[config.mk]
export PLATFORM = sky130hd
export DESIGN_NAME = pfmux_top
export DESIGN_NICKNAME = d
export VERILOG_FILES = /design/src/shared/pfmux_pkg.sv /design/src/logic/pfmux_top.sv
export SDC_FILE = /design/constraint.sdc
export NUM_CORES = 1
export LEC_CHECK = 0
export BUFFER_PORTS_ARGS = -buffer_cell sky130_fd_sc_hd__buf_2
export CAP_MARGIN = 20
export CORE_ASPECT_RATIO = 1.2
export CORE_MARGIN = 2
export CORE_UTILIZATION = 58
export DETAILED_ROUTE_END_ITERATION = 16
export MAX_ROUTING_LAYER = met4
export PLACE_DENSITY_LB_ADDON = 0.15
export SETUP_SLACK_MARGIN = 0.02
export SLEW_MARGIN = 20
export SYNTH_ARGS = -nofsm -noshare
export SYNTH_HDL_FRONTEND = slang
export SYNTH_SLANG_ARGS = --single-unit
[constraint.sdc]
create_clock -name i_clk -period 3.7 [get_ports i_clk]
set_input_delay 0.185 -clock i_clk [delete_from_list [all_inputs] [get_ports i_clk]]
set_output_delay 0.185 -clock i_clk [all_outputs]
set_load 0.1 [all_outputs]
[src/shared/pfmux_pkg.sv]
// package: register map, field codes and carriers for the pin function mux
package pfmux_pkg;
    // register byte addresses on the axi4-lite slave
    localparam logic [5:0] ADDR_PORTC_HI = 6'h00;
    localparam logic [5:0] ADDR_PORTD_LO = 6'h04;
    localparam logic [5:0] ADDR_PORTD_HI = 6'h08;
    localparam logic [5:0] ADDR_HALL_TRIG = 6'h0c;
    localparam logic [5:0] ADDR_SERIAL_IRQ = 6'h10;
    localparam logic [5:0] ADDR_CAPTURE = 6'h14;
    localparam logic [5:0] ADDR_TMR_CLK = 6'h18;
    localparam logic [5:0] ADDR_RB_KEY = 6'h1c;
    localparam logic [5:0] ADDR_STATUS = 6'h20;
    localparam logic [7:0] RESET_VAL = 8'h00;
    localparam logic [7:0] PORTC_HI_MASK = 8'h0f;
    localparam logic [7:0] READBACK_KEY = 8'hca;
    localparam logic [1:0] RESP_OKAY = 2'h0;
    localparam logic [1:0] RESP_SLVERR = 2'h2;
    // two-bit field codes
    localparam logic [1:0] SEL_0 = 2'h0;
    localparam logic [1:0] SEL_1 = 2'h1;
    localparam logic [1:0] SEL_2 = 2'h2;
    localparam logic [1:0] SEL_3 = 2'h3;
    localparam int ANALOG_CH10 = 10;

    // outputs each port d pin can carry
    typedef struct packed {
        logic tmr0_out;
        logic tmr0_out_inv;
        logic tmr1_out;
        logic tmr1_out_inv;
        logic tmr2_out;
        logic tmr2_out_inv;
        logic tmr3_out;
        logic hall_a_out;
        logic hall_b_out;
        logic hall_c_out;
        logic uart_tx;
        logic uart_oe;
        logic phase_a_high_gate;
        logic phase_a_low_gate;
        logic phase_b_high_gate;
        logic phase_b_low_gate;
        logic phase_c_high_gate;
        logic phase_c_low_gate;
    } pfmux_periph_t;

    // routed peripheral inputs
    typedef struct packed {
        logic [3:1] hall_in;
        logic aux_trigger_in;
        logic ext_irq_in;
        logic i2c_sda_in;
        logic i2c_scl_in;
        logic uart_rx_in;
        logic noise_filter_in;
        logic [3:0] tmr_cap_in;
        logic [3:0] tmr_clk_in;
    } pfmux_route_t;
endpackage

[src/logic/pfmux_top.sv]
// pin function mux with input-source selectors and keyed port read-back
// Function
// port c upper select keeps four low bits; upper bits read zero
// pc5/pc4 fields: 00 plain io, 01 phase c low/high gate
// software sets all port c fields to 01 for gate-driver link
// pd3 and pd2 field codes pick io, timer1, hall, phase a gates
// pd1 field codes pick io, timer0, hall c, uart; pd0 codes pick io, tmr0_out_inv, tmr0_out, uart
// pd7 field: io, tmr3_out, tmr0_out_inv, phase_c_low_gate
// small packages keep pd7 field at 00 from power-on
// pd6..pd4 fields pick io, analog/timers, phase gates
// hall inputs pick port a or b pins per two-bit code
// aux trigger and external irq sources chosen by two-bit fields
// single bits pick i2c data and clock input pins
// uart and noise filter input sources per two-bit code
// small packages never choose code 11 for noise filter source
// timer capture inputs pick port a/b or port d pins
// small packages never choose code 10 for tmr0 capture source
// timer clock inputs pick port a/b or port d pins
// small packages never choose code 10 for tmr0 clock source
// read-back flag set only while key register holds 0xca
// read-back on: port reads return live pin levels
// read-back off: latch path, pins follow selected function
// read-back touches only the read path, never the mux
// analog switch closes when selected and function on, or read-back
`timescale 1ns/1ps
`default_nettype none
module pfmux_top (
    input wire logic i_clk,
    input wire logic i_rst_b,
    input wire logic [5:0] i_awaddr,
    input wire logic i_awvalid,
    output logic o_awready,
    input wire logic [31:0] i_wdata,
    input wire logic [3:0] i_wstrb,
    input wire logic i_wvalid,
    output logic o_wready,
    output logic [1:0] o_bresp,
    output logic o_bvalid,
    input wire logic i_bready,
    input wire logic [5:0] i_araddr,
    input wire logic i_arvalid,
    output logic o_arready,
    output logic [31:0] o_rdata,
    output logic [1:0] o_rresp,
    output logic o_rvalid,
    input wire logic i_rready,
    input wire logic [7:0] i_pa_pin,
    input wire logic [7:0] i_pb_pin,
    input wire logic [7:0] i_pd_pin,
    input wire logic [7:0] i_pd_latch,
    input wire logic [7:0] i_pd_dir_in,
    input wire pfmux_pkg::pfmux_periph_t i_periph,
    input wire logic [3:0] i_adc_ch_sel,
    output logic [5:4] o_pc_gate_sel,
    output logic [7:0] o_pd_out,
    output logic [7:0] o_pd_fn_oe,
    output pfmux_pkg::pfmux_route_t o_route,
    output logic [7:0] o_pd_read,
    output logic o_analog_sw_on,
    output logic o_readback_mode_flag
);
    // ****************************************************************
    // input synchronisers
    // ****************************************************************
    logic [23:0] pin_s1_r, pin_s2_r, pin_s3_r, pin_r;
    // three stages; a level is taken only once stage two and three agree
    always_ff @(posedge i_clk) begin
        if (!i_rst_b) begin
            pin_s1_r <= '0;
            pin_s2_r <= '0;
            pin_s3_r <= '0;
            pin_r <= '0;
        end else begin
            pin_s1_r <= {i_pd_pin, i_pb_pin, i_pa_pin};
            pin_s2_r <= pin_s1_r;
            pin_s3_r <= pin_s2_r;
            for (int k = 0; k < 24; k++) begin
                if (pin_s2_r[k] == pin_s3_r[k]) pin_r[k] <= pin_s3_r[k];
            end
        end
    end
    logic [7:0] pa, pb, pd;
    assign pa = pin_r[7:0];
    assign pb = pin_r[15:8];
    assign pd = pin_r[23:16];

    // ****************************************************************
    // registers and axi4-lite slave
    // ****************************************************************
    logic [7:0] pc_hi_r, pd_lo_r, pd_hi_r, hall_r, serial_r, cap_r, clk_r, key_r;
    logic [5:0] awaddr_r;
    logic aw_held_r, w_held_r;
    logic [31:0] wdata_r;
    logic [3:0] wstrb_r;
    logic do_write;

    // address and data may come in either order; both are held until used
    assign o_awready = !aw_held_r && !o_bvalid;
    assign o_wready = !w_held_r && !o_bvalid;
    assign do_write = aw_held_r && w_held_r && !o_bvalid;

    always_ff @(posedge i_clk) begin
        if (!i_rst_b) begin
            aw_held_r <= 1'b0;
            w_held_r <= 1'b0;
            awaddr_r <= '0;
            wdata_r <= '0;
            wstrb_r <= '0;
        end else begin
            if (i_awvalid && o_awready) begin
                aw_held_r <= 1'b1;
                awaddr_r <= i_awaddr;
            end else if (do_write) begin
                aw_held_r <= 1'b0;
            end
            if (i_wvalid && o_wready) begin
                w_held_r <= 1'b1;
                wdata_r <= i_wdata;
                wstrb_r <= i_wstrb;
            end else if (do_write) begin
                w_held_r <= 1'b0;
            end
        end
    end

    // decode shared by write and read sides
    function automatic logic addr_hit(input logic [5:0] a);
        case (a)
            pfmux_pkg::ADDR_PORTC_HI, pfmux_pkg::ADDR_PORTD_LO, pfmux_pkg::ADDR_PORTD_HI,
            pfmux_pkg::ADDR_HALL_TRIG, pfmux_pkg::ADDR_SERIAL_IRQ, pfmux_pkg::ADDR_CAPTURE,
            pfmux_pkg::ADDR_TMR_CLK, pfmux_pkg::ADDR_RB_KEY,
            pfmux_pkg::ADDR_STATUS: addr_hit = 1'b1;
            default: addr_hit = 1'b0;
        endcase
    endfunction

    logic wr_lane;
    assign wr_lane = do_write && wstrb_r[0];

    // register writes; only byte lane 0 carries data
    always_ff @(posedge i_clk) begin
        if (!i_rst_b) begin
            pc_hi_r <= pfmux_pkg::RESET_VAL;
            pd_lo_r <= pfmux_pkg::RESET_VAL;
            pd_hi_r <= pfmux_pkg::RESET_VAL;
            hall_r <= pfmux_pkg::RESET_VAL;
            serial_r <= pfmux_pkg::RESET_VAL;
            cap_r <= pfmux_pkg::RESET_VAL;
            clk_r <= pfmux_pkg::RESET_VAL;
            key_r <= pfmux_pkg::RESET_VAL;
        end else if (wr_lane) begin
            case (awaddr_r)
                pfmux_pkg::ADDR_PORTC_HI: pc_hi_r <= wdata_r[7:0] & pfmux_pkg::PORTC_HI_MASK;
                pfmux_pkg::ADDR_PORTD_LO: pd_lo_r <= wdata_r[7:0];
                pfmux_pkg::ADDR_PORTD_HI: pd_hi_r <= wdata_r[7:0];
                pfmux_pkg::ADDR_HALL_TRIG: hall_r <= wdata_r[7:0];
                pfmux_pkg::ADDR_SERIAL_IRQ: serial_r <= wdata_r[7:0];
                pfmux_pkg::ADDR_CAPTURE: cap_r <= wdata_r[7:0];
                pfmux_pkg::ADDR_TMR_CLK: clk_r <= wdata_r[7:0];
                pfmux_pkg::ADDR_RB_KEY: key_r <= wdata_r[7:0];
                default: ;
            endcase
        end
    end

    // write response: one cycle after both halves are present
    always_ff @(posedge i_clk) begin
        if (!i_rst_b) begin
            o_bvalid <= 1'b0;
            o_bresp <= pfmux_pkg::RESP_OKAY;
        end else if (do_write) begin
            o_bvalid <= 1'b1;
            o_bresp <= addr_hit(awaddr_r) ? pfmux_pkg::RESP_OKAY : pfmux_pkg::RESP_SLVERR;
        end else if (i_bready) begin
            o_bvalid <= 1'b0;
        end
    end

    // read side: flag lives in bit 0 of the status word
    logic [7:0] rd_val;
    always_comb begin
        case (i_araddr)
            pfmux_pkg::ADDR_PORTC_HI: rd_val = pc_hi_r;
            pfmux_pkg::ADDR_PORTD_LO: rd_val = pd_lo_r;
            pfmux_pkg::ADDR_PORTD_HI: rd_val = pd_hi_r;
            pfmux_pkg::ADDR_HALL_TRIG: rd_val = hall_r;
            pfmux_pkg::ADDR_SERIAL_IRQ: rd_val = serial_r;
            pfmux_pkg::ADDR_CAPTURE: rd_val = cap_r;
            pfmux_pkg::ADDR_TMR_CLK: rd_val = clk_r;
            pfmux_pkg::ADDR_RB_KEY: rd_val = key_r;
            pfmux_pkg::ADDR_STATUS: rd_val = {7'h00, o_readback_mode_flag};
            default: rd_val = 8'h00;
        endcase
    end
    assign o_arready = !o_rvalid;
    always_ff @(posedge i_clk) begin
        if (!i_rst_b) begin
            o_rvalid <= 1'b0;
            o_rdata <= '0;
            o_rresp <= pfmux_pkg::RESP_OKAY;
        end else if (i_arvalid && o_arready) begin
            o_rvalid <= 1'b1;
            o_rdata <= {24'h000000, rd_val};
            o_rresp <= addr_hit(i_araddr) ? pfmux_pkg::RESP_OKAY : pfmux_pkg::RESP_SLVERR;
        end else if (i_rready) begin
            o_rvalid <= 1'b0;
        end
    end

    // ****************************************************************
    // read-back mode
    // ****************************************************************
    // flag is a pure decode of the key, so writing any other value to the key register clears it
    assign o_readback_mode_flag = (key_r == pfmux_pkg::READBACK_KEY);

    // ****************************************************************
    // output function mux
    // ****************************************************************
    // picks one of four sources by a two-bit code
    function automatic logic pick4(input logic [1:0] s, input logic [3:0] v);
        pick4 = v[s];
    endfunction

    logic [15:0] pd_sel;
    assign pd_sel = {pd_hi_r, pd_lo_r};
    pfmux_pkg::pfmux_periph_t p;
    assign p = i_periph;

    // per pin: drive value and whether a peripheral owns the pin
    logic [7:0] pd_fn_val;
    logic [7:0] pd_fn_own;
    always_comb begin
        pd_fn_val = 8'h00;
        pd_fn_own = 8'h00;
        // code order per pin is {11,10,01,00}
        pd_fn_val[3] = pick4(pd_sel[7:6], {p.phase_a_low_gate, p.hall_a_out,
            p.tmr1_out, 1'b0});
        pd_fn_val[2] = pick4(pd_sel[5:4], {p.phase_a_high_gate, p.hall_b_out,
            p.tmr1_out_inv, 1'b0});
        pd_fn_val[1] = pick4(pd_sel[3:2], {p.uart_tx, p.hall_c_out,
            p.tmr0_out, 1'b0});
        pd_fn_val[0] = pick4(pd_sel[1:0], {p.uart_tx, p.tmr0_out,
            p.tmr0_out_inv, 1'b0});
        pd_fn_val[7] = pick4(pd_sel[15:14], {p.phase_c_low_gate, p.tmr0_out_inv,
            p.tmr3_out, 1'b0});
        pd_fn_val[6] = pick4(pd_sel[13:12], {p.phase_c_high_gate, p.tmr0_out,
            1'b0, 1'b0});
        pd_fn_val[5] = pick4(pd_sel[11:10], {p.phase_b_low_gate, p.tmr1_out_inv,
            p.tmr2_out, 1'b0});
        pd_fn_val[4] = pick4(pd_sel[9:8], {p.phase_b_high_gate, p.tmr1_out,
            p.tmr2_out_inv, 1'b0});
        for (int k = 0; k < 8; k++) begin
            pd_fn_own[k] = (pd_sel[2*k +: 2] != pfmux_pkg::SEL_0);
        end
        // analog code on pd6 drives nothing and leaves the pin unowned
        if (pd_sel[13:12] == pfmux_pkg::SEL_1) pd_fn_own[6] = 1'b0;
        // uart on pd1 is two-way; the uart decides when it drives
        if (pd_sel[3:2] == pfmux_pkg::SEL_3) pd_fn_own[1] = p.uart_oe;
    end

    // registered outputs; untouched by the read-back flag
    always_ff @(posedge i_clk) begin
        if (!i_rst_b) begin
            o_pd_out <= '0;
            o_pd_fn_oe <= '0;
            o_pc_gate_sel <= '0;
        end else begin
            o_pd_out <= pd_fn_val;
            o_pd_fn_oe <= pd_fn_own;
            o_pc_gate_sel[5] <= (pc_hi_r[3:2] == pfmux_pkg::SEL_1);
            o_pc_gate_sel[4] <= (pc_hi_r[1:0] == pfmux_pkg::SEL_1);
        end
    end

    // ****************************************************************
    // input source selectors
    // ****************************************************************
    pfmux_pkg::pfmux_route_t rt;
    always_comb begin
        rt = '0;
        rt.hall_in[3] = pick4(hall_r[7:6], {pa[5], pb[5], pb[1], pa[5]});
        rt.hall_in[2] = pick4(hall_r[5:4], {pa[4], pb[6], pb[2], pa[4]});
        rt.hall_in[1] = pick4(hall_r[3:2], {pa[3], pb[7], pb[3], pa[3]});
        rt.aux_trigger_in = pick4(hall_r[1:0], {pd[6], pd[0], pb[4], pa[6]});
        rt.ext_irq_in = pick4(serial_r[1:0], {pd[5], pa[2], pd[1], pa[7]});
        rt.i2c_sda_in = serial_r[7] ? pb[7] : pa[7];
        rt.i2c_scl_in = serial_r[6] ? pb[5] : pb[0];
        rt.uart_rx_in = pick4(serial_r[5:4], {pb[4], pa[7], pd[1], pb[7]});
        rt.noise_filter_in = pick4(serial_r[3:2], {pd[7], pd[2], pa[0], pa[7]});
        rt.tmr_cap_in[0] = pick4(cap_r[7:6], {pa[0], pd[7], pd[3], pa[0]});
        rt.tmr_cap_in[1] = pick4(cap_r[5:4], {pa[2], pd[6], pd[2], pa[2]});
        rt.tmr_cap_in[2] = pick4(cap_r[3:2], {pb[2], pd[5], pd[1], pb[2]});
        rt.tmr_cap_in[3] = pick4(cap_r[1:0], {pb[1], pd[4], pd[0], pb[1]});
        rt.tmr_clk_in[0] = pick4(clk_r[7:6], {pb[6], pd[7], pd[3], pa[7]});
        rt.tmr_clk_in[1] = pick4(clk_r[5:4], {pa[6], pd[6], pd[2], pa[6]});
        rt.tmr_clk_in[2] = pick4(clk_r[3:2], {pb[3], pd[5], pd[1], pb[3]});
        rt.tmr_clk_in[3] = pick4(clk_r[1:0], {pb[0], pd[4], pd[0], pb[0]});
    end
    always_ff @(posedge i_clk) begin
        if (!i_rst_b) o_route <= '0;
        else o_route <= rt;
    end

    // ****************************************************************
    // port read path and analog switch
    // ****************************************************************
    // read-back: live pin; else any input gives pin, io outputs give latch,
    // peripheral and analog codes on outputs give zero, uart on pd1 gives pin
    // zero follows the field code, not the drive enable, so analog reads 0
    logic [7:0] rd_nxt;
    always_comb begin
        for (int k = 0; k < 8; k++) begin
            if (o_readback_mode_flag) rd_nxt[k] = pd[k];
            else if (i_pd_dir_in[k]) rd_nxt[k] = pd[k];
            else if (pd_sel[2*k +: 2] != pfmux_pkg::SEL_0) rd_nxt[k] = 1'b0;
            else rd_nxt[k] = i_pd_latch[k];
        end
        if (!o_readback_mode_flag && !i_pd_dir_in[1]
                && pd_sel[3:2] == pfmux_pkg::SEL_3) rd_nxt[1] = pd[1];
    end
    always_ff @(posedge i_clk) begin
        if (!i_rst_b) o_pd_read <= '0;
        else o_pd_read <= rd_nxt;
    end

    logic analog_ch10_fn;
    assign analog_ch10_fn = (pd_sel[13:12] == pfmux_pkg::SEL_1);
    always_ff @(posedge i_clk) begin
        if (!i_rst_b) o_analog_sw_on <= 1'b0;
        else o_analog_sw_on <= (i_adc_ch_sel == 4'(pfmux_pkg::ANALOG_CH10))
            && (analog_ch10_fn || o_readback_mode_flag);
    end
endmodule
`default_nettype wire

# Word-level counts from Yosys, hierarchy flattened
# Index checks and enable logic that the tools add are counted.
[classes]
order_cmp = 23
n_eq_ne = 45
n_mux = 90
n_bitwise = 1
reduce_logical = 43
[op_table]
columns = ["cell", "n"]
rows = [
  ["$pmux W8 S9", 1],
  ["$lt A2 B3 Y1 const B", 23],
  ["$mux W1", 64],
  ["$eq A6 B5 Y1 const B", 8],
  ["$bmux W1 S2", 23],
  ["$eq A6 B4 Y1 const B", 4],
  ["$reduce_bool A2 Y1", 12],
  ["$eq A1 B1 Y1", 23],
  ["$reduce_or A9 Y1", 2],
  ["$reduce_and A2 Y1", 8],
  ["$eq A6 B3 Y1 const B", 2],
  ["$eq A6 B6 Y1 const B", 2],
  ["$logic_not A6 Y1", 2],
  ["$logic_and A1 B1 Y1", 11],
  ["$eq A8 B8 Y1 const B", 1],
  ["$eq A2 B1 Y1 const B", 3],
  ["$logic_not A1 Y1", 6],
  ["$eq A4 B4 Y1 const B", 1],
  ["$mux W2", 2],
  ["$eq A2 B2 Y1 const B", 1],
  ["$reduce_or A2 Y1", 1],
  ["$logic_or A1 B1 Y1", 1],
  ["$not A1 Y1", 1],
]
[totals]
ff_bits = 230
inputBits = 117
output_inout_bits = 86
elab_cells = 261

# Logic depth before layout (Yosys ltp)
[depth]
word_depth = 6
mapped_depth = 6
ltp_nobuf = 5

# Least setup slack after synthesis
# Ideal clock, no wire load.
[synth_path]
path_type = "reg2reg"
from = "register o_bvalid"
to = "register awaddr_r[2]"
arrival_ps = 2953
t_required_ps = 3583
slack_ps = 630
path_stages_with_launch = 6
n_path_buf = 1
period_less_slack_ps = 3070
cell_sequence = "dfxtp_1 > nor2_1 > and2_1 > clkbuf_1 > mux2i_1 > nor2b_1"
[synth_between]
elab_chain_len = 3
[synth_lines]
columns = ["item", "line_no", "text"]
rows = [
  ["start, declared", "pfmux_top.sv:38", "output logic o_bvalid,"],
  ["start signal, assigned", "pfmux_top.sv:169", "o_bvalid <= 1'b0;"],
  ["start signal, assigned", "pfmux_top.sv:172", "o_bvalid <= 1'b1;"],
  ["start signal, assigned", "pfmux_top.sv:175", "o_bvalid <= 1'b0;"],
  ["$logic_not A1 Y1", "pfmux_top.sv:98", "assign o_awready = !aw_held_r && !o_bvalid;"],
  ["$logic_and A1 B1 Y1", "pfmux_top.sv:98", ""],
  ["net o_awready", "pfmux_top.sv:32", "output logic o_awready,"],
  ["$logic_and A1 B1 Y1", "pfmux_top.sv:110", "if (i_awvalid && o_awready) begin"],
  ["end signal, assigned", "pfmux_top.sv:112", "awaddr_r <= i_awaddr;"],
  ["end, declared", "pfmux_top.sv:91", "logic [5:0] awaddr_r;"],
]
# The timed path passes the listed nets, and every way through them passes these cells.
# A chain may end at the register's enable or synchronous reset.

# Worst setup path in the final report
[layout_path]
from = "register key_r[3]"
to = "register o_pd_read[0]"
[layout_between]
elab_chain_len = 2
[layout_lines]
columns = ["item", "line_no", "text"]
rows = [
  ["start, declared", "pfmux_top.sv:90", "logic [7:0] pc_hi_r, pd_lo_r, pd_hi_r, hall_r, serial_r, cap_r, clk_r, key_r;"],
  ["start signal, assigned", "pfmux_top.sv:150", "key_r <= pfmux_pkg::RESET_VAL;"],
  ["start signal, assigned", "pfmux_top.sv:160", "pfmux_pkg::ADDR_RB_KEY: key_r <= wdata_r[7:0];"],
  ["$eq A8 B8 Y1", "pfmux_top.sv:214", "assign o_readback_mode_flag = (key_r == pfmux_pkg::READBACK_KEY);"],
  ["$mux W1", "pfmux_top.sv:313", "if (o_readback_mode_flag) rd_nxt[k] = pd[k];"],
  ["end signal, assigned", "pfmux_top.sv:323", "else o_pd_read <= rd_nxt;"],
  ["end, declared", "pfmux_top.sv:58", "output logic [7:0] o_pd_read,"],
]
# Every way passes these cells.

==> summary.txt <==
Synth Area in Compound Gates: 9.46%
Detailed-route via count: 6567
Critical-path cell list: nor4bb_1 -> nand2_1 -> nand4b_1 -> dlygate4sd3_1 -> a21boi_1 -> dlygate4sd3_1
Largest family of logic cells by synthesized area: simple AND/OR/NAND/NOR gates
Ys flop type: dfxtp_1
Synth top area share: 50.8%
TritonCTS clock tree: yes
Unrepaired setup endpoints after global routing: no
Asr flop ratio synth: 0%
Hold Worst Slack: 0.0122 ns
First-pass GRT wire length: 31.8 mm
Total track usage: 25.5%
Met3 WL: 971 microns
Tmin final: 2.60 ns
WL/cell: 16.4 microns
Mapped Cells: 846
Setup crit start: key_r[3]
Sw frac: 23.9%
Layout Area Growth over Synthesis: 23.3%
Yosys top cell by area: dfxtp_1
Startpoint Class: register
Die W: 117 microns
CTS resizes: 0
Post-DRT Antenna Nets: 0
DRC viols: 0
FF-to-FF Start: key_r[3]
Fmax: 384 MHz
Initial Utilization: 59.3%
Routed met2 length: 10.3 mm
Clock Latency Late Sink: 0.50 ns
Cells on Worst Hold Path: 3
Max layer used: met4
Critical Path Most Common Cell: dlygate4sd3_1
Clk pwr share: 42.3%
Fraction of layout cells with a size suffix above 1: 21.1%
Port Buf Inserts: 148
CTS sink count: 225
Mapped Area: 8870 sq um
Adder-Cell Fraction of Synth Area: 0%
FF+latch area: 4500 sq um
Inst Count DP: 1151
Die area: 16300 sq um
Critical Path Max Stage Delay: 0.58 ns
Total congestion overflow: 0
Setup CP Type: reg2reg
WP data required: 4.09 ns
Status: finished, final reports clean
Slew margin rel.: 39.1%
Core ar.: 15000 sq um
Core Util, Final: 73.1%
Max capacitance violation total: 0
Area of the multi-input gates: 4040 sq um
DRT Wirelength: 20.5 mm
Static Leakage: 4.67 nW
XOR/XNOR share of the synthesized area: 0%
Vert. Die Dim: 139 microns
Mean Syn Cell Area: 10.5 sq um
Worst Hold Class: in2reg
PwrDens: 473 nW/um^2
Simple-gate share of the synthesized area: 19.6%
Critical Path End Type: register
Critical path's slowest cell: dlygate4sd3_1
Clock root buffer: clkbuf_16
Sequential power share: 48.7%
Worst endpoint data arrival time: 2.99 ns
Multiplexer share of the synthesized area: 15.4%
Worst slew pin tran: 0.906 ns
DRT Pass-1 Iters: 7
Yosys warns: 0
Largest net degree at the start of global routing: 98
DPL Wire Length: 13.4 mm
Met1 wire length: 8.47 mm
Hold path startpoint: i_pd_dir_in[1]
# rows: 49
Initial antenna violation count: 0
Clock transition at path regs: 0.06 ns
Commonest cells after routing, fill and taps aside: dfxtp_1 (225), buf_2 (147), and2_1 (87)
Filler Cell Count: 1129
Yosys reg bits: 225
Via density: 5.25
Library cells used by synthesis: 46
Psw: 1.23 mW
Final Hold Violating Endpoints: 0
Final Cycle Share: 70.4%
CTS Buf Count: 22
Final #Nets: 1150
Comb power frac: 9.0%
Total Negative Setup Slacks: 0 ns
Most common cell after layout, fill and taps aside: dfxtp_1
Final-report max-slew violation count: 0
Clock Skew: 0.0144 ns
Cell types occupying the most area after synthesis: dfxtp_1 (51%), mux2i_1 (8.9%), and2_1 (6.1%)
Post-route worst setup slack: 1.10 ns
Gp weighted congestion: 0.873
CP max FO: 10
P_int: 3.94 mW
Diode count: 0
Peak supply drop: 0.000367 V
Max clock buf depth: 3
Ports: 203
Sequential share of the synthesized area: 50.8%
Vias in the first global route: 6256
Post-synth EDFFs: 0
Final setup vio count: 0
Worst r2r path cells: 6
Dpl ws: 1.47 ns
Non-filler instance count after layout: 1251
H-tree Lvls: 1
Initial DRC Count: 486
[cell type report]
type,instances,share of cell area (%)
clock buffers,34,6.10
clock inverters,4,0.446
inverters,8,0.275
multi-input cells,564,37.0
flip-flops and latches,225,41.2
well taps,204,2.33
repair buffers,212,12.7
[worst paths after layout]
| check | endpoint | slack, ns |
|---|---|---|
| min | o_pd_read[1] | 0.01 |
| min reg2reg | pin_s2_r[11] | 0.43 |
| max reg2reg | o_pd_read[0] | 1.10 |
| max | o_pd_read[0] | 1.10 |
[Yosys cell counts, drive strengths merged, types with 4 or more instances]
cell type	instances
mux2i	79
or4	4
nand2	78
o211a	12
nor4	4
a21oi	4
nand4b	8
a21boi	42
dfxtp	225
mux4	15
mux2	21
o21ai	45
nor2	19
nand2b	6
and2	87
nor2b	79
a22o	7
clkbuf	41
buf	33
inv	8
[timing repair]
item	CTS	global route
setup endpoints to repair	0	0
hold endpoints to repair	50	0
hold buffers	62	0
setup buffers	0	0
[flip-flops by register name (all words and copies together), names as in the netlist, 17 cells and up]
signal    count
pin_r        23
pin_s1_r     23
pin_s2_r     23
pin_s3_r     23
o_route      17
[layer usage]
| layer | vias up | global-route usage [%] |
|---|---|---|
| met4 | 0 | 10.1 |
| met2 | 192 | 42.6 |
| li1 | 3204 | - |
| met3 | 55 | 4.22 |
| met5 | - | - |
| met1 | 3116 | 30.5 |
[stage by stage]
| step | power, mW | cell area [sq um] |
|---|---|---|
| final | 5.17 | 10900 |
| after global routing | 5.34 | 10900 |
| after CTS | 5.21 | 10900 |
| after detailed placement | 2.98 | 9600 |
| after global placement | 2.98 | 9600 |
| after floorplan | 2.91 | 8970 |
[cells by family (layout without fill, tap and decap cells)]
group,after synthesis,after routing
compound gates,122,122
buf+inv,82,258
flops,225,225
mux,115,115
other cells,1,26
simple gates,301,301
[worst max-delay path, delay by kind of cell, from the launching register on]
kind | cells | cell delay [ns]
simple gates | 3 | 0.94
compound gates | 1 | 0.06
buf+inv | 2 | 1.13
flops | 1 | 0.37
[power groups by stage]
stage / Combinational, mW / Clock (mW) / Sequential, mW
2_1_floorplan: 0.315 / 0 / 2.60
3_3_place_gp: 0.407 / 0 / 2.57
3_5_place_dp: 0.410 / 0 / 2.57
4_1_cts: 0.462 / 2.23 / 2.52
5_1_grt: 0.493 / 2.33 / 2.52
6_report: 0.465 / 2.19 / 2.52
Note: power is estimated with default switching activity, not from simulation.
